===== config.mk =====
export PLATFORM = sky130hd
export DESIGN_NAME = operating_mode_controller
export DESIGN_NICKNAME = d
export VERILOG_FILES = /design/src/opmode_pkg.sv /design/src/operating_mode_controller.sv
export SDC_FILE = /design/constraint.sdc
export NUM_CORES = 1
export LEC_CHECK = 0
export ABC_AREA = 1
export BUFFER_PORTS_ARGS = -buffer_cell sky130_fd_sc_hd__buf_4
export CAP_MARGIN = 10
export CORE_MARGIN = 10
export CORE_UTILIZATION = 25
export DETAILED_ROUTE_END_ITERATION = 8
export HOLD_SLACK_MARGIN = 0.1
export PLACE_DENSITY_LB_ADDON = 0.08
export REMOVE_ABC_BUFFERS = 1
export SETUP_SLACK_MARGIN = 0.1
export SYNTH_ARGS = -nofsm -noshare
export SYNTH_HDL_FRONTEND = slang
export SYNTH_SLANG_ARGS = --single-unit

===== constraint.sdc =====
create_clock -name i_core_clk -period 1.7 [get_ports i_core_clk]
set_input_delay 0.51 -clock i_core_clk [delete_from_list [all_inputs] [get_ports i_core_clk]]
set_output_delay 0.51 -clock i_core_clk [all_outputs]
set_load 0.01 [all_outputs]

===== src/opmode_pkg.sv =====
// package: constants and types for the operating mode controller
package opmode_pkg;
   // register byte offsets (word aligned)
   localparam logic [3:0] REG_CTRL = 4'h0;
   localparam logic [3:0] REG_WAKE = 4'h4;
   localparam logic [3:0] REG_STATUS = 4'h8;
   localparam logic [3:0] REG_CMD = 4'hC;
   // control register fields
   localparam int CTRL_STOP_EN = 0;
   localparam int CTRL_IREF_STOP = 1;
   localparam int CTRL_LV_EN = 2;
   localparam int CTRL_LV_STOP = 3;
   localparam int CTRL_DBG_EN = 4;
   localparam int CTRL_EXT_EN = 5;
   localparam int CTRL_EXT_STOP = 6;
   localparam int CTRL_ADC_ASYNC = 7;
   localparam logic [7:0] CTRL_RESET = 8'h00;
   // wake register fields
   localparam int WAKE_RATE_LSB = 0;
   localparam int WAKE_CLKSEL = 3;
   localparam logic [2:0] RATE_OFF = 3'h0;
   // addresses
   localparam logic [15:0] START_ADDR = 16'h3FFD;
   localparam logic [7:0] JUMP_OPCODE = 8'hBC;
   // debug serial timing
   localparam int DBG_CLKS_PER_BIT = 16;
   // command codes from the debug controller
   typedef enum logic [2:0] {
      CMD_NONE = 3'b000,
      CMD_MEM = 3'b001,
      CMD_MEM_STATUS = 3'b010,
      CMD_BACKGROUND = 3'b011,
      CMD_REG = 3'b100,
      CMD_TRACE = 3'b101,
      CMD_GO = 3'b110,
      CMD_FORCE_RESET = 3'b111
   } dbg_cmd_t;
   typedef enum logic [1:0] {
      MODE_RUN = 2'b00,
      MODE_DEBUG = 2'b01,
      MODE_WAIT = 2'b10,
      MODE_STOP = 2'b11
   } mode_t;
endpackage : opmode_pkg


===== src/operating_mode_controller.sv =====
// operating mode controller: run, debug, wait and stop sequencing
//
// Design decisions made here: register access over Avalon-MM and the register offsets.
`timescale 1ns/1ns
// Functional notes
// - mode pin high at reset release gives run
// - run start fetch at fixed start address
// - debug entry: pin low, force reset, commands
// - debug mode suspends cpu awaiting commands
// - memory and background commands in run/debug
// - register, trace, resume only in debug
// - wait stops cpu clock only
// - interrupt leaves wait, pc advances one
// - low power accepts background, status-error memory
// - background command in wait enters debug
// - stop instruction with enable enters stop
// - stop without enable forces illegal-opcode reset
// - stop holds state, clock source off, regulator standby
// - stop exits on reset, periodic wake, enabled interrupts
// - interrupt exit continues at next instruction
// - periodic wake about 1 kHz, rate zero disables
// - stop, detector off, clksel one: oscillator off
// - ext ref enable and stop enable keep it running
// - converter and crystal need detector bits in stop
// - debug enable keeps debug clock, reference and regulation in stop
// - detector bits keep regulator; clock needs stop enable
// - debug link 16 clocks per bit
module operating_mode_controller #(
   parameter int WAKE_DIV = 20000
) (
   input wire logic i_core_clk,
   input wire logic i_rst,
   input wire logic i_mode_pin,
   input wire logic i_wait_instr,
   input wire logic i_stop_instr,
   input wire logic i_halt_instr,
   input wire logic i_breakpoint,
   input wire opmode_pkg::dbg_cmd_t i_dbg_cmd,
   input wire logic i_dbg_cmd_valid,
   input wire logic [7:0] i_irq,
   input wire logic [7:0] i_irq_enable,
   input wire logic [3:0] i_avs_address,
   input wire logic i_avs_read,
   input wire logic i_avs_write,
   input wire logic [31:0] i_avs_writedata,
   output logic [31:0] o_avs_readdata,
   output logic o_avs_waitrequest,
   output opmode_pkg::mode_t o_mode,
   output logic o_cpu_clk_en,
   output logic o_sys_clk_en,
   output logic o_dbg_clk_en,
   output logic o_iref_on,
   output logic o_lpo_on,
   output logic o_ext_ref_on,
   output logic o_crystal_oscillator_on,
   output logic o_adc_on,
   output logic o_reg_full,
   output logic o_pc_load,
   output logic [15:0] o_pc_value,
   output logic o_pc_advance,
   output logic o_illegal_reset,
   output logic o_dbg_cmd_accept,
   output logic o_dbg_cmd_error,
   output logic o_dbg_bit_tick,
   output logic o_periodic_wake
);
   import opmode_pkg::*;

   initial begin
      if (WAKE_DIV < 2) $error("WAKE_DIV too small");
   end

   localparam int WCW = $clog2(WAKE_DIV);

   typedef struct packed {
      logic [2:0] pin_sync;
      logic [1:0] fill;
      logic pin_level;
      logic boot;
      mode_t mode;
      logic [7:0] ctrl;
      logic [3:0] wake_cfg;
      logic wake_flag;
      logic [WCW-1:0] wake_cnt;
      logic [3:0] bit_cnt;
      logic [31:0] rdata;
      logic wreq;
      logic cpu_clk_en, sys_clk_en, dbg_clk_en;
      logic iref_on, lpo_on, ext_ref_on, crystal_oscillator_on, adc_on, reg_full;
      logic pc_load;
      logic [15:0] pc_value;
      logic pc_advance, illegal_reset, cmd_accept, cmd_error, bit_tick;
   } state_t;

   state_t cur;
   state_t next_s;

   // ------------------------------------------------------------
   // behaviour overview
   // ------------------------------------------------------------
   // boot:
   //    the mode pin is only trusted once every synchroniser stage
   //    has been loaded since reset; a cleared pipeline would look
   //    like a settled low level and force debug on every boot.
   //    the fill counter stops at the stage count and stays there.
   // run:
   //    debug entry requests win over wait, wait wins over stop.
   //    a stop with the enable bit clear never reaches stop; it
   //    raises the illegal reset pulse and reloads the start address.
   // debug:
   //    the cpu clock stays gated; every command is served and
   //    the resume command hands control back to the program.
   // wait and stop:
   //    only the background, force reset and status-flagged memory
   //    commands are taken; the last always reports an error so
   //    the host knows no memory cycle happened.
   //    any enabled interrupt or a periodic tick wakes the core unless a
   //    debug entry wins in the same cycle; the core then advances one
   //    step instead of fetching a vector.
   // power controls:
   //    they follow the next mode so that the gates switch at the
   //    same edge as the mode itself; a consumer never sees a
   //    clock running in a mode that forbids it.
   // periodic wake:
   //    the divider only runs while the rate field is nonzero, so
   //    a disabled timer costs no toggling; the flag is sticky and
   //    a tick that meets a register clear in one cycle keeps it set.
   // register bus:
   //    one wait cycle per access keeps the decode registered; the
   //    read word stands until the next answer replaces it.
   // debug bit timing:
   //    a free running tick every bit period; the serial engine
   //    itself lives outside this block.
   // limitations:
   //    the rate field only gates the timer; every nonzero rate
   //    uses the same divider, a trade of precision for area.
   //    unmapped offsets read as zero and ignore writes.

   // ------------------------------------------------------------
   // next state
   // ------------------------------------------------------------
   always_comb begin
      logic agree;
      logic irq_any;
      logic low_pwr;
      logic lv_both;
      logic stop_en;
      logic dbg_en;
      logic nonintr;
      logic active_cmd;
      logic wake_tick;
      agree = 1'b0;
      irq_any = 1'b0;
      low_pwr = 1'b0;
      lv_both = 1'b0;
      stop_en = 1'b0;
      dbg_en = 1'b0;
      nonintr = 1'b0;
      active_cmd = 1'b0;
      wake_tick = 1'b0;
      next_s = cur;
      // pin synchroniser: stage 0 feeds only stage 1
      next_s.pin_sync = {cur.pin_sync[1:0], i_mode_pin};
      agree = (cur.pin_sync[1] == cur.pin_sync[2]);
      // count pipeline loads so a cleared synchroniser is not trusted
      if (cur.fill != 2'($bits(cur.pin_sync))) begin
         next_s.fill = cur.fill + 2'h1;
      end
      if (agree) begin
         next_s.pin_level = cur.pin_sync[2];
      end
      // single-cycle pulses default low
      next_s.pc_load = 1'b0;
      next_s.pc_advance = 1'b0;
      next_s.illegal_reset = 1'b0;
      next_s.cmd_accept = 1'b0;
      next_s.cmd_error = 1'b0;
      irq_any = |(i_irq & i_irq_enable);
      low_pwr = (cur.mode == MODE_WAIT) || (cur.mode == MODE_STOP);
      lv_both = cur.ctrl[CTRL_LV_EN] & cur.ctrl[CTRL_LV_STOP];
      stop_en = cur.ctrl[CTRL_STOP_EN];
      dbg_en = cur.ctrl[CTRL_DBG_EN];
      nonintr = (i_dbg_cmd == CMD_MEM) || (i_dbg_cmd == CMD_MEM_STATUS) ||
                (i_dbg_cmd == CMD_BACKGROUND);
      active_cmd = (i_dbg_cmd == CMD_REG) || (i_dbg_cmd == CMD_TRACE) ||
                   (i_dbg_cmd == CMD_GO);

      // debug bit timing, one tick every 16 clocks
      next_s.bit_cnt = cur.bit_cnt + 4'h1;
      next_s.bit_tick = (cur.bit_cnt == 4'(DBG_CLKS_PER_BIT - 1));

      // periodic wake divider, roughly 1 kHz from the core clock
      if (cur.wake_cfg[2:0] == RATE_OFF) begin
         next_s.wake_cnt = '0;
      end else if (cur.wake_cnt == WCW'(WAKE_DIV - 1)) begin
         next_s.wake_cnt = '0;
         wake_tick = 1'b1;
      end else begin
         next_s.wake_cnt = cur.wake_cnt + WCW'(1);
      end
      if (wake_tick) begin
         next_s.wake_flag = 1'b1;  // set wins over the register clear below, not the wake exit
      end

      // boot mode is picked once the pin has settled after reset
      if (cur.boot) begin
         if (agree && (cur.fill == 2'($bits(cur.pin_sync)))) begin
            next_s.boot = 1'b0;
            next_s.pc_load = 1'b1;
            next_s.pc_value = START_ADDR;
            if (cur.pin_sync[2]) begin
               next_s.mode = MODE_RUN;
            end else begin
               next_s.mode = MODE_DEBUG;
            end
         end
      end else if (i_dbg_cmd_valid && i_dbg_cmd == CMD_FORCE_RESET) begin
         next_s.cmd_accept = 1'b1;
         next_s.pc_load = 1'b1;
         next_s.pc_value = START_ADDR;
         next_s.mode = MODE_DEBUG;
      end else begin
         case (cur.mode)
            MODE_RUN: begin
               if (i_dbg_cmd_valid) begin
                  next_s.cmd_accept = nonintr;
                  next_s.cmd_error = active_cmd;
               end
               if ((i_dbg_cmd_valid && i_dbg_cmd == CMD_BACKGROUND) ||
                   i_halt_instr || i_breakpoint) begin
                  next_s.mode = MODE_DEBUG;
               end else if (i_wait_instr) begin
                  next_s.mode = MODE_WAIT;
               end else if (i_stop_instr) begin
                  if (stop_en) begin
                     next_s.mode = MODE_STOP;
                  end else begin
                     next_s.illegal_reset = 1'b1;
                     next_s.pc_load = 1'b1;
                     next_s.pc_value = START_ADDR;
                  end
               end
            end
            MODE_DEBUG: begin
               // cpu suspended, all commands served
               if (i_dbg_cmd_valid) begin
                  next_s.cmd_accept = nonintr | active_cmd;
                  if (i_dbg_cmd == CMD_GO) begin
                     next_s.mode = MODE_RUN;
                  end
               end
            end
            MODE_WAIT, MODE_STOP: begin
               if (i_dbg_cmd_valid) begin
                  next_s.cmd_accept = (i_dbg_cmd == CMD_BACKGROUND) ||
                                      (i_dbg_cmd == CMD_MEM_STATUS);
                  next_s.cmd_error = (i_dbg_cmd != CMD_BACKGROUND);
               end
               if (i_dbg_cmd_valid && i_dbg_cmd == CMD_BACKGROUND &&
                   (cur.mode == MODE_WAIT || dbg_en)) begin
                  next_s.mode = MODE_DEBUG;
               end else if (irq_any || cur.wake_flag || wake_tick) begin
                  next_s.mode = MODE_RUN;
                  next_s.pc_advance = 1'b1;
                  next_s.wake_flag = 1'b0;
               end
            end
            default: begin
               next_s.mode = MODE_RUN;
            end
         endcase
      end

      // clock gates and power controls follow the next mode
      next_s.cpu_clk_en = (next_s.mode == MODE_RUN);
      next_s.sys_clk_en = (next_s.mode != MODE_STOP);
      if (next_s.mode == MODE_STOP) begin
         next_s.dbg_clk_en = dbg_en;
         next_s.reg_full = dbg_en | lv_both;
         next_s.iref_on = dbg_en | (cur.ctrl[CTRL_IREF_STOP] & lv_both);
         next_s.lpo_on = !(!lv_both && cur.wake_cfg[WAKE_CLKSEL]);
         next_s.ext_ref_on = cur.ctrl[CTRL_EXT_EN] & cur.ctrl[CTRL_EXT_STOP];
         next_s.crystal_oscillator_on = cur.ctrl[CTRL_EXT_EN] & lv_both;
         next_s.adc_on = cur.ctrl[CTRL_ADC_ASYNC] & lv_both;
      end else begin
         next_s.dbg_clk_en = 1'b1;
         next_s.reg_full = 1'b1;
         next_s.iref_on = 1'b1;
         next_s.lpo_on = 1'b1;
         next_s.ext_ref_on = cur.ctrl[CTRL_EXT_EN];
         next_s.crystal_oscillator_on = cur.ctrl[CTRL_EXT_EN];
         next_s.adc_on = 1'b1;
      end

      // avalon slave: one wait cycle, then answer
      next_s.wreq = 1'b1;
      if ((i_avs_read || i_avs_write) && cur.wreq) begin
         next_s.wreq = 1'b0;
         next_s.rdata = 32'h0000_0000;
         if (i_avs_read) begin
            case (i_avs_address)
               REG_CTRL: next_s.rdata = {24'h00_0000, cur.ctrl};
               REG_WAKE: next_s.rdata = {27'h000_0000, cur.wake_flag, cur.wake_cfg};
               REG_STATUS: next_s.rdata = {29'h0000_0000, low_pwr, cur.mode};
               default: next_s.rdata = 32'h0000_0000;
            endcase
         end else begin
            case (i_avs_address)
               REG_CTRL: next_s.ctrl = i_avs_writedata[7:0];
               REG_WAKE: begin
                  next_s.wake_cfg = i_avs_writedata[3:0];
                  if (i_avs_writedata[4] && !wake_tick) begin
                     next_s.wake_flag = 1'b0;  // write one clears
                  end
               end
               default: begin
               end
            endcase
         end
      end
   end

   // ------------------------------------------------------------
   // state register
   // ------------------------------------------------------------
   always_ff @(posedge i_core_clk) begin
      if (i_rst) begin
         cur <= '0;
         cur.boot <= 1'b1;
         cur.mode <= MODE_DEBUG;  // cpu held until the pin decides
         cur.ctrl <= CTRL_RESET;
         cur.wreq <= 1'b1;
         cur.dbg_clk_en <= 1'b1;
         cur.sys_clk_en <= 1'b1;
         cur.iref_on <= 1'b1;
         cur.lpo_on <= 1'b1;
         cur.reg_full <= 1'b1;
         cur.adc_on <= 1'b1;
      end else begin
         cur <= next_s;
      end
   end

   // outputs straight from the state flops
   assign o_mode = cur.mode;
   assign o_cpu_clk_en = cur.cpu_clk_en;
   assign o_sys_clk_en = cur.sys_clk_en;
   assign o_dbg_clk_en = cur.dbg_clk_en;
   assign o_iref_on = cur.iref_on;
   assign o_lpo_on = cur.lpo_on;
   assign o_ext_ref_on = cur.ext_ref_on;
   assign o_crystal_oscillator_on = cur.crystal_oscillator_on;
   assign o_adc_on = cur.adc_on;
   assign o_reg_full = cur.reg_full;
   assign o_pc_load = cur.pc_load;
   assign o_pc_value = cur.pc_value;
   assign o_pc_advance = cur.pc_advance;
   assign o_illegal_reset = cur.illegal_reset;
   assign o_dbg_cmd_accept = cur.cmd_accept;
   assign o_dbg_cmd_error = cur.cmd_error;
   assign o_dbg_bit_tick = cur.bit_tick;
   assign o_periodic_wake = cur.wake_flag;
   assign o_avs_readdata = cur.rdata;
   assign o_avs_waitrequest = cur.wreq;
endmodule : operating_mode_controller


==> summary.md, run 1 <==
| Metric | Value |
|---|---|
| Detailed Route Iter0 Violations | 100 |
| Worst IR Drop VDD | about 0.32 mV |
| Most Crowded Layer GR | met2 |
| DRC errors left | 0 |
| Syn Area/Cell | 7.560 um2 |
| Clock share of power | 0.466 |
| Layout Nets | 591 |
| CTS Sinks | 65 |
| Port Buffers | 80 |
| Final Setup Violations | 0 |
| Critical path arrival | 1740 ps |
| Synthesized area | 3228 um2 |
| Biggest register | cur |
| Fraction of layout cells with a size suffix above 1 | 0.3491 |
| Status | completed |
| Num CTS Buffers | 9 |
| Power per cell area | ~900 nW/um2 |
| Htree depth | 3 |
| Via/cell ratio | 4.052 |
| Most frequent CP cell | nand3_2 |
| Clock root buffer | clkbuf_16 |
| Leading post-synthesis cells by cell area | dfxtp_1 40%, buf_4 12%, nand2_1 7.7%, nor2_1 6.5%, inv_1 4.8% |
| Worst flop-to-flop path startpoint | cur[68] |
| Synth cell types | 37 |
| RSZ-0062 raised after global routing | true |
| Hold Startpoint | i_mode_pin |
| Post-synth top area cell | dfxtp_1 |
| DRT antenna net count | 0 |
| Critical-path cell list | ha_4, nand3_4, nor3_4, nand3_2, nor2_4, nand3_2, nor2_1, nand2_1, and3_1 |
| Routed length per instance | 12.87 um |
| Path type of the worst min-delay path | input port to flop |
| Yosys top cell area share | 0.4031 |
| CP startpoint kind | flop |
| Final WS setup | between 150 and 200 ps |
| Post-synth EDFFs | 0 |
| Max Clock Freq | 662.1 MHz |
| CP max-delay cell | dfxtp_2 |
| Most common cell in the netlist | nand2_1 |
| Sw Share | 0.2555 |
| CTS Hold Bufs | 0 |
| Hpwl dp | roughly 7100 um |
| Crit-path leading delay family | simple AND/OR/NAND/NOR gates |
| Clk slew on worst S/H paths | 50 ps |
| Crit path launch | cur[68] |
| Internal power | about 3.0 mW |
| Met3 usage | 0.04060 |
| # IOs | ~130 |
| Ys async rst share | 0 |
| Count of final max-slew check failures | 0 |
| Worst Clk Skew | 5.643 ps |
| 1st-pass router iterations | 4 |
| Logic pwr share | 0.127 |
| Total Wirelength | 8993 um |
| CP peak stage delay | 350 ps |
| Sequential group share of total power | 0.407 |
| CTS max path bufs | 2 |
| TritonCTS clock tree | yes |
| Buf/Inv on CP | 0 |
| Clock Latency Late Sink | between 300 and 400 ps |
| Site Rows | 41 |
| Post-Route Utilization | 0.3456 |
| Antenna diodes | 0 |
| Initial core utilization | 0.2558 |
| Period minus WS final | roughly 1500 ps |
| Gp weighted congestion | 0.7400 |
| Psw | about 1 mW |
| Die Span Y | 133.6 um |
| Die area | about 18000 um2 |
| Total grt overflow | 0 |
| Pin count of the biggest net entering global routing | 25 |
| Sequential share of the synthesized area | 0.4031 |
| Synth-to-Final Area Change | 35.12% |
| Design area | 4362 um2 |
| Most used flip-flop cell after synthesis | dfxtp_1 |
| Vias in the first global route | 2847 |
| Max reg flops | 37 |
| Crit share post-route | 0.8884 |
| Vias | about 2800 |
| Met1 GRT Util | 0.1336 |
| Met2 Use GR | 0.1437 |
| Cells after Synth | roughly 430 |
| Max-cap violation count | 0 |
| Die width | 133.6 um |
| Worst slack, placed | -139.7 ps |
| WP data required | 1930 ps |
| Leakage | between 1.5 and 2 nW |
| Synth warn | 0 |
| Fin Hold WS | around 380 ps |
| Global Route Usage Sum | 0.1024 |
| Final hold violation count | 0 |
| First-pass GRT wire length | about 15000 um |
| Crit path max fanout | 4 |
| Cell Area, Placed | roughly 4000 um2 |
| Initial antenna violation count | 0 |
| Area of the core | 12620 um2 |
| CP Class | flop to flop |
| Post-synthesis register bit count | 65 |
| Top post-synthesis cells by count | 66 x nand2_1, 65 x dfxtp_1, 56 x nor2_1, 50 x buf_4, 41 x inv_1 |
| Worst Setup End Kind | flop |
| Tot Pwr | between 3 and 4 mW |
==> logic make-up (layout without fill, tap and decap cells) <==
family / Yosys count / in the layout / synth area share
compound gates: 62 / 62 / 0.1155
buf+inv: 105 / 179 / 0.1806
other cells: 1 / 27 / 0.001162
fa+ha+maj: 3 / 3 / 0.01163
flops: 65 / 65 / 0.4031
simple gates: 187 / 187 / 0.2771
xor+xnor: 4 / 4 / 0.01085
==> timing repair <==
item | 4_1_cts | 5_1_grt
setup buffers | 1 | 3
pin swaps | 2 | 6
hold endpoints to repair | 0 | 0
endpoints found under the setup margin | 15 | 13
resized for setup | 6 | 10
==> power by group through the flow <==
stage	logic, mW	registers, mW	clock network (mW)
2_1_floorplan	0.203	1.68	0
4_1_cts	0.505	1.62	1.91
6_report	0.508	1.62	1.86
3_5_place_dp	0.502	1.65	0
5_1_grt	0.566	1.63	1.99
3_3_place_gp	0.497	1.65	0
==> worst paths after layout <==
check	endpoint	slack [ps]	cells after the start
setup / recovery	cur[82]	190	9
hold / removal	cur[102]	380	3
setup reg to reg	cur[82]	190	9
hold reg to reg	cur[103]	400	2
==> worst reg2reg max path, stage by stage, from the launching register on <==
cell and delay (ps):
dfxtp_2 350, ha_4 160, nand3_4 110, nor3_4 170, nand3_2 140, nor2_4 110
nand3_2 90, nor2_1 90, nand2_1 50, and3_1 150
==> through the flow <==
stage                     cells  setup TNS (ps)
after floorplan             398               0
after global placement      680           -1025
final                       699               0
after detailed placement    680           -1041
after CTS                   696               0
after global routing        699               0
==> layout by cell type, fill, tap and decap left out, types with 3 or more instances in the layout <==
master / count
a21oi_1: 27
nor3_2: 4
conb_1: 27
nor3_1: 6
nand2_1: 66
dfxtp_2: 6
nor2_2: 7
xnor2_1: 3
nor2_4: 5
clkbuf_16: 9
nand3_2: 5
o21ai_0: 18
nand3_1: 20
nor2_1: 54
nand4_1: 5
nand2_2: 9
buf_4: 113
inv_1: 41
o211ai_1: 4
inv_2: 8
dfxtp_1: 59
==> cell type report <==
cell class	instances	area, um2
Clock buffer	10	239.0
Clock inverter	5	56.30
Fill cell	1401	8258
Inverter	50	190.2
Multi-Input combinational cell	283	1484
Sequential cell	65	1309
Tap cell	172	215.2
Timing Repair Buffer	114	868.3
==> metal layers <==
layer | part of all wire | routed length, um | up-vias
li1 | - | - | 1477
met3 | 0.078 | 704 | 13
met5 | 0 | 0 | -
met4 | 0.018 | 165 | 0
met2 | 0.39 | 3531 | 93
met1 | 0.51 | 4591 | 1249
Note: power is estimated with default switching activity, not from simulation.
==> run 2: changes to the inputs <==
PLACE_DENSITY = 0.56   (was default)
PLACE_DENSITY_LB_ADDON = default   (was 0.08)
RECOVER_POWER = 25   (was default)
==> summary.md, run 2 (synthesized netlist as in run 1, its figures left out) <==
| Metric | Value |
|---|---|
| Status | completed |
| Layout Nets | 578 (-2.2%) |
| Crit path max fanout | 4 (unchanged) |
| Routed length per instance | 12.31 um (-4.3%) |
| Reg2Reg Capture Point | cur[82] |
| Hold Startpoint | i_mode_pin |
| Most frequent CP cell | nand3_2 |
| CTS Sinks | 65 (unchanged) |
| RSZ-0062 raised after global routing | true |
| Crit-path leading delay family | simple AND/OR/NAND/NOR gates |
| Tot Pwr | 4.117 mW (+3.2%) |
| Biggest register | cur |
| CP peak stage delay | 370 ps (+20 ps) |
| Crit share post-route | 0.8899 (+0.001484) |
| CTS max path bufs | 2 (unchanged) |
| Clk slew on worst S/H paths | 60 ps (about the same) |
| Setup TNS | 0 ps (unchanged) |
| WP data required | 1930 ps (about the same) |
| Final WS setup | 187.2 ps (-2.522 ps) |
| Max-cap violation count | 0 (unchanged) |
| Power per cell area | 970.3 nW/um2 (+6.1%) |
| Count of final max-slew check failures | 0 (unchanged) |
| Num CTS Buffers | 9 (unchanged) |
| Die width | 133.6 um (unchanged) |
| 1st-pass router iterations | 6 (+2) |
| Most common cell after layout, fill and taps aside | buf_4 |
| Worst Max-Slew Pin Slew | roughly 1000 ps |
| Critical path arrival | 1740 ps (about the same) |
| Pin count of the biggest net entering global routing | 25 (unchanged) |
| Buf/Inv on CP | 0 (unchanged) |
| DRT antenna net count | 0 (unchanged) |
| Worst r2r path cells | 9 (unchanged) |
| Antenna diodes | 0 (unchanged) |
| Post-Route Utilization | 0.3362 (-0.009419) |
| CP startpoint kind | flop |
| Leakage | 1.830 nW (-5.2%) |
| Synth-to-Final Area Change | 31.43% |
| Global Route Usage Sum | 0.09408 (-0.008341) |
| Fill cells | 1363 (-2.7%) |
| Vias in the first global route | 2786 (-2.1%) |
| First-pass GRT wire length | 13680 um (-6.5%) |
| Fraction of layout cells with a size suffix above 1 | 0.3087 (-0.04041) |
| Critical-path cell list | ha_4, nand3_4, nor3_4, nand3_2, nor2_4, nand3_2, nor2_1, nand2_1, and3_1 |
| Total grt overflow | 0 (unchanged) |
| Vias | 2840 (+0.28%) |
| Area of the core | 12620 um2 (unchanged) |
| Die area | 17860 um2 (unchanged) |
| Final Setup Violations | 0 (unchanged) |
| Clock Latency Late Sink | 330 ps (about the same) |
| Reg2Reg Setup Slack | 190 ps (about the same) |
| Clock root buffer | clkbuf_16 |
| Initial core utilization | 0.2558 (unchanged) |
| Path type of the worst min-delay path | input port to flop |
| Period minus WS final | 1513 ps (+2.522 ps) |
| Htree depth | 3 (unchanged) |
| Max reg flops | 37 (unchanged) |
| WP depth | 9 (unchanged) |
| Gp weighted congestion | 0.8333 (+13%) |
| Max Clock Freq | 661.0 MHz (-0.17%) |
| Die Span Y | 133.6 um (unchanged) |
| Commonest cells after routing, fill and taps aside | 88 x buf_4, 66 x nand2_1, 59 x dfxtp_1 |
| # IOs | 132 (unchanged) |
| CP Class | flop to flop |
| Final hold violation count | 0 (unchanged) |
| DRC errors left | 0 (unchanged) |
| Hold Path Stages | 3 (unchanged) |
| Total Wirelength | 8460 um (-5.9%) |
| CP max-delay cell | dfxtp_4 |
| Hpwl dp | 6758 um (-4.9%) |
| Worst flop-to-flop path startpoint | cur[68] |
| Slew HR | 0.3308 |
| Detailed Route Iter0 Violations | 165 (+65%) |
| Worst Setup End Kind | flop |
| Port Buffers | 80 (unchanged) |
| Design area | 4243 um2 (-2.7%) |
| Initial antenna violation count | 0 (unchanged) |
| Worst Hold End | cur[102] |
| Site Rows | 41 (unchanged) |
| TritonCTS clock tree | yes |
| Worst IR Drop VDD | 0.3677 mV (+16%) |
| Via/cell ratio | 4.134 (+2.0%) |
| Cell Area, Placed | 3881 um2 (-2.3%) |
| Worst Clk Skew | 4.697 ps (-0.9459 ps) |
| Worst slack, placed | -148.1 ps (-8.359 ps) |
[run 2: changes by cell type in the layout (fill, tap and decap cells not counted), moves of 2 or more]
cell,change
buf_4,-25
clkbuf_1,+12
inv_6,+3
clkinv_2,-2
[run 2: power by group]
group / leakage (nW) / switching (mW) / internal (mW)
registers: 0.529 / 0.0462 / 1.57
logic: 1.15 / 0.269 / 0.216
clock network: 0.153 / 0.715 / 1.30
[run 2: cell type report]
| class | count | area (um2) | share of cell area |
|---|---|---|---|
| inverters | 50 | 192.7 | 0.04541 |
| well taps | 172 | 215.2 | 0.05072 |
| multi-input cells | 283 | 1486 | 0.3503 |
| clock inverters | 7 | 101.3 | 0.02389 |
| repair buffers | 101 | 710.7 | 0.1675 |
| flip-flops and latches | 65 | 1311 | 0.3091 |
| clock buffers | 9 | 225.2 | 0.05308 |
[run 2: metal layers]
metal,part of all wire,wire length (um),vias up,GRT usage
li1,-,-,1462,-
met1,0.47,3935,1265,0.1161
met2,0.44,3684,101,0.1421
met3,0.085,722,12,0.04248
met4,0.014,117,0,0.03083
met5,0,0,-,0
[run 2: timing repair]
item | 4_1_cts | 5_1_grt
pin swaps | 1 | 2
setup endpoints to repair | 25 | 16
gates resized for setup | 9 | 9
buffers inserted | 2 | 1
hold buffers | 0 | 0
[run 2: per-stage QoR]
stage	hold WS, ps	instances
after floorplan	388.3	398
after global placement	396.3	668
after detailed placement	404.2	668
after CTS	382.7	686
after global routing	403.1	687
final	387.9	687
[run 2: worst max path at each step]
stage,slack (ps),endpoint,from
global route,60,o_cpu_clk_en,cur[68]
floorplan,70,o_pc_value[0],o_pc_value[13]
CTS,120,cur[82],cur[68]
finish,190,cur[82],cur[68]
global placement,-130,o_reg_full,i_irq[0]
detailed placement,-150,o_reg_full,i_irq[0]
[run 2: worst reg2reg max path, delay by kind of cell, from the launching register on]
| family | cells | cell delay [ps] |
|---|---|---|
| flops | 1 | 370 |
| fa+ha+maj | 1 | 150 |
| simple gates | 8 | 880 |
==> run 3: changes to the inputs <==
clock period = 1.4 ns   (was 1.7 ns; I/O delays follow)
==> summary.md, run 3 (synthesized netlist as in run 1, its figures left out) <==
| Metric | Value |
|---|---|
| Status | complete, but fails checks |
| Failing checks | setup timing |
| Initial antenna violation count | 0 (unchanged) |
| Worst Setup End Kind | flop |
| Via/cell ratio | 4.120 (-0.33%) |
| Final WS setup | -186.6 ps (-373.8 ps) |
| Clock root buffer | clkbuf_16 |
| Site Rows | 41 (unchanged) |
| Area of the multi-input gates | 1610 um2 (+8.3%) |
| Detailed Route Iter0 Violations | 203 (+23%) |
| Antenna diodes | 0 (unchanged) |
| First-pass GRT wire length | 14550 um (+6.4%) |
| Routed length per instance | 12.56 um (+2.0%) |
| Reg2Reg Setup Slack | -190 ps (-370 ps) |
| Hpwl dp | 7010 um (+3.7%) |
| Port Buffers | 80 (unchanged) |
| Global Route Usage Sum | 0.09998 (+0.005897) |
| Die Span Y | 133.6 um (unchanged) |
| CP Class | flop to flop |
| Pin count of the biggest net entering global routing | 25 (unchanged) |
| Reg2Reg Capture Point | cur[82] |
| Buf/Inv on CP | 0 (unchanged) |
| Fill cells | 1300 (-4.6%) |
| CTS Sinks | 65 (unchanged) |
| Vias | 3012 (+6.1%) |
| TritonCTS clock tree | yes |
| Critical-path cell list | ha_4, nand3_4, nor3_4, nand3_2, nor2_4, nand3_2, nor2_1, nand2_1, and3_1 |
| Worst r2r path cells | 9 (unchanged) |
| Sequential group share of total power | 0.411 (+0.018) |
| Most common cell after layout, fill and taps aside | buf_4 |
| Count of final max-slew check failures | 0 (unchanged) |
| Biggest register | cur |
| Crit-path leading delay family | simple AND/OR/NAND/NOR gates |
| Worst Hold End | cur[102] |
| Cell Area, Placed | 4114 um2 (+6.0%) |
| Fraction of layout cells with a size suffix above 1 | 0.4150 (+0.1063) |
| Logic pwr share | 0.165 (+0.047) |
| Worst Clk Skew | 4.800 ps (+0.1030 ps) |
| Final Setup Violations | 21 (+21) |
| Max-cap violation count | 0 (unchanged) |
| Initial core utilization | 0.2558 (unchanged) |
| CTS max path bufs | 2 (unchanged) |
| Clock Latency Late Sink | 320 ps (about the same) |
| Path type of the worst min-delay path | input port to flop |
| Gp weighted congestion | 0.8556 (+2.7%) |
| Crit share post-route | 1.133 (+0.2434) |
| Most frequent CP cell | nand3_2 |
| WP data required | 1620 ps (-310 ps) |
| Clk slew on worst S/H paths | 60 ps (about the same) |
| Num CTS Buffers | 9 (unchanged) |
| Internal power | 3.498 mW (+13%) |
| Vias in the first global route | 3088 (+11%) |
| DRC errors left | 0 (unchanged) |
| Max Clock Freq | 630.3 MHz (-4.6%) |
| Total Wirelength | 9184 um (+8.6%) |
| Power per cell area | 995.9 nW/um2 (+2.6%) |
| Psw | 1.272 mW (+23%) |
| Total grt overflow | 0 (unchanged) |
| RSZ-0062 raised after global routing | true |
| Period minus WS final | 1587 ps (+73.77 ps) |
| Hold Path Stages | 3 (unchanged) |
| Leakage | 2.112 nW (+15%) |
| Commonest cells after routing, fill and taps aside | 108 x buf_4, 63 x nand2_1, 58 x dfxtp_1 |
| Reg area | 1315 um2 (+0.29%) |
| DRT antenna net count | 0 (unchanged) |
| Die width | 133.6 um (unchanged) |
| CP max-delay cell | dfxtp_2 |
| Placed insts | 699 (+4.6%) |
| CP startpoint kind | flop |
| Crit path max fanout | 4 (unchanged) |
| Fin cells | 731 (+6.4%) |
| Die area | 17860 um2 (unchanged) |
| Max reg flops | 37 (unchanged) |
| # IOs | 132 (unchanged) |
| Worst IR Drop VDD | 0.5557 mV (+51%) |
| Htree depth | 3 (unchanged) |
| Hold Startpoint | i_mode_pin |
| Worst flop-to-flop path startpoint | cur[68] |
| Critical path arrival | 1800 ps (+60 ps) |
| Area of the core | 12620 um2 (unchanged) |
| 1st-pass router iterations | 4 (-2) |
| Design area | 4790 um2 (+13%) |
| CP peak stage delay | 350 ps (-20 ps) |
| Layout Nets | 622 (+7.6%) |
| Synth-to-Final Area Change | 48.37% |
| Sw Share | 0.2666 (+0.01635) |
| Final hold violation count | 0 (unchanged) |
| Clock share of power | 0.423 (-0.066) |
[run 3: cell types whose count changed in the layout (fill, tap and decap cells not counted), moves of 5 or more]
cell and change:
nor2_4 +5, clkbuf_1 -5, buf_4 +20, buf_6 +25
nor2_1 -8
[run 3: layout make-up]
cell class / count / area share
Sequential cell: 65 / 0.2746
Timing Repair Buffer: 144 / 0.2450
Clock inverter: 7 / 0.009927
Inverter: 50 / 0.04075
Clock buffer: 9 / 0.04702
Timing Repair inverter: 1 / 0.001567
Tap cell: 172 / 0.04493
Multi-Input combinational cell: 283 / 0.3362
[run 3: repair_timing]
action                     4_1_cts  5_1_grt
gates cloned                     1        0
hold buffers                     0        0
pin swaps                       16       19
buffers inserted                10        7
gates resized for setup         54       38
setup endpoints to repair       45       63
[run 3: worst min-delay path: cells and delay by family]
family | cells | cell delay (ps)
buffers and inverters | 2 | 110
and+or+nand+nor | 1 | 70
[run 3: per-layer routing]
metal / up-vias / routed length (um) / global-route usage
li1: 1548 / - / -
met3: 5 / 723 / 0.04662
met5: - / 0 / 0
met1: 1358 / 4115 / 0.1169
met2: 101 / 4307 / 0.1580
met4: 0 / 38 / 0.03265
[run 3: how the worst max path moves through the flow]
stage                   startpoint       endpoint  slack (ps)  cells past startpoint
floorplan           o_pc_value[13]  o_pc_value[0]        -140                      0
global placement          i_irq[0]      o_iref_on        -320                     11
detailed placement        i_irq[0]       o_lpo_on        -340                     11
CTS                        cur[68]        cur[82]        -210                      9
global route               cur[68]       o_lpo_on        -290                     10
finish                     cur[68]        cur[82]        -190                      9
[run 3: through the flow]
| step | TNS [ps] | util | worst slack (ps) | hold slack, ps | power [mW] |
|---|---|---|---|---|---|
| CTS | -2026 | 0.3694 | -205.8 | 295.5 | 4.776 |
| global route | -5047 | 0.3795 | -287.7 | 321.3 | 5.022 |
| global placement | -6687 | 0.3260 | -321.0 | 394.8 | 2.627 |
| finish | -2342 | 0.3795 | -186.6 | 303.8 | 4.770 |
| detailed placement | -7116 | 0.3260 | -340.6 | 400.8 | 2.641 |
| floorplan | -2345 | - | -137.9 | 388.3 | 2.280 |
[run 3: power groups by stage]
| stage | clock network, mW | registers, mW | logic (mW) |
|---|---|---|---|
| 4_1_cts | 2.08 | 1.96 | 0.742 |
| 3_5_place_dp | 0 | 2.01 | 0.636 |
| 2_1_floorplan | 0 | 2.03 | 0.246 |
| 3_3_place_gp | 0 | 2.00 | 0.625 |
| 5_1_grt | 2.18 | 1.97 | 0.874 |
| 6_report | 2.02 | 1.96 | 0.789 |
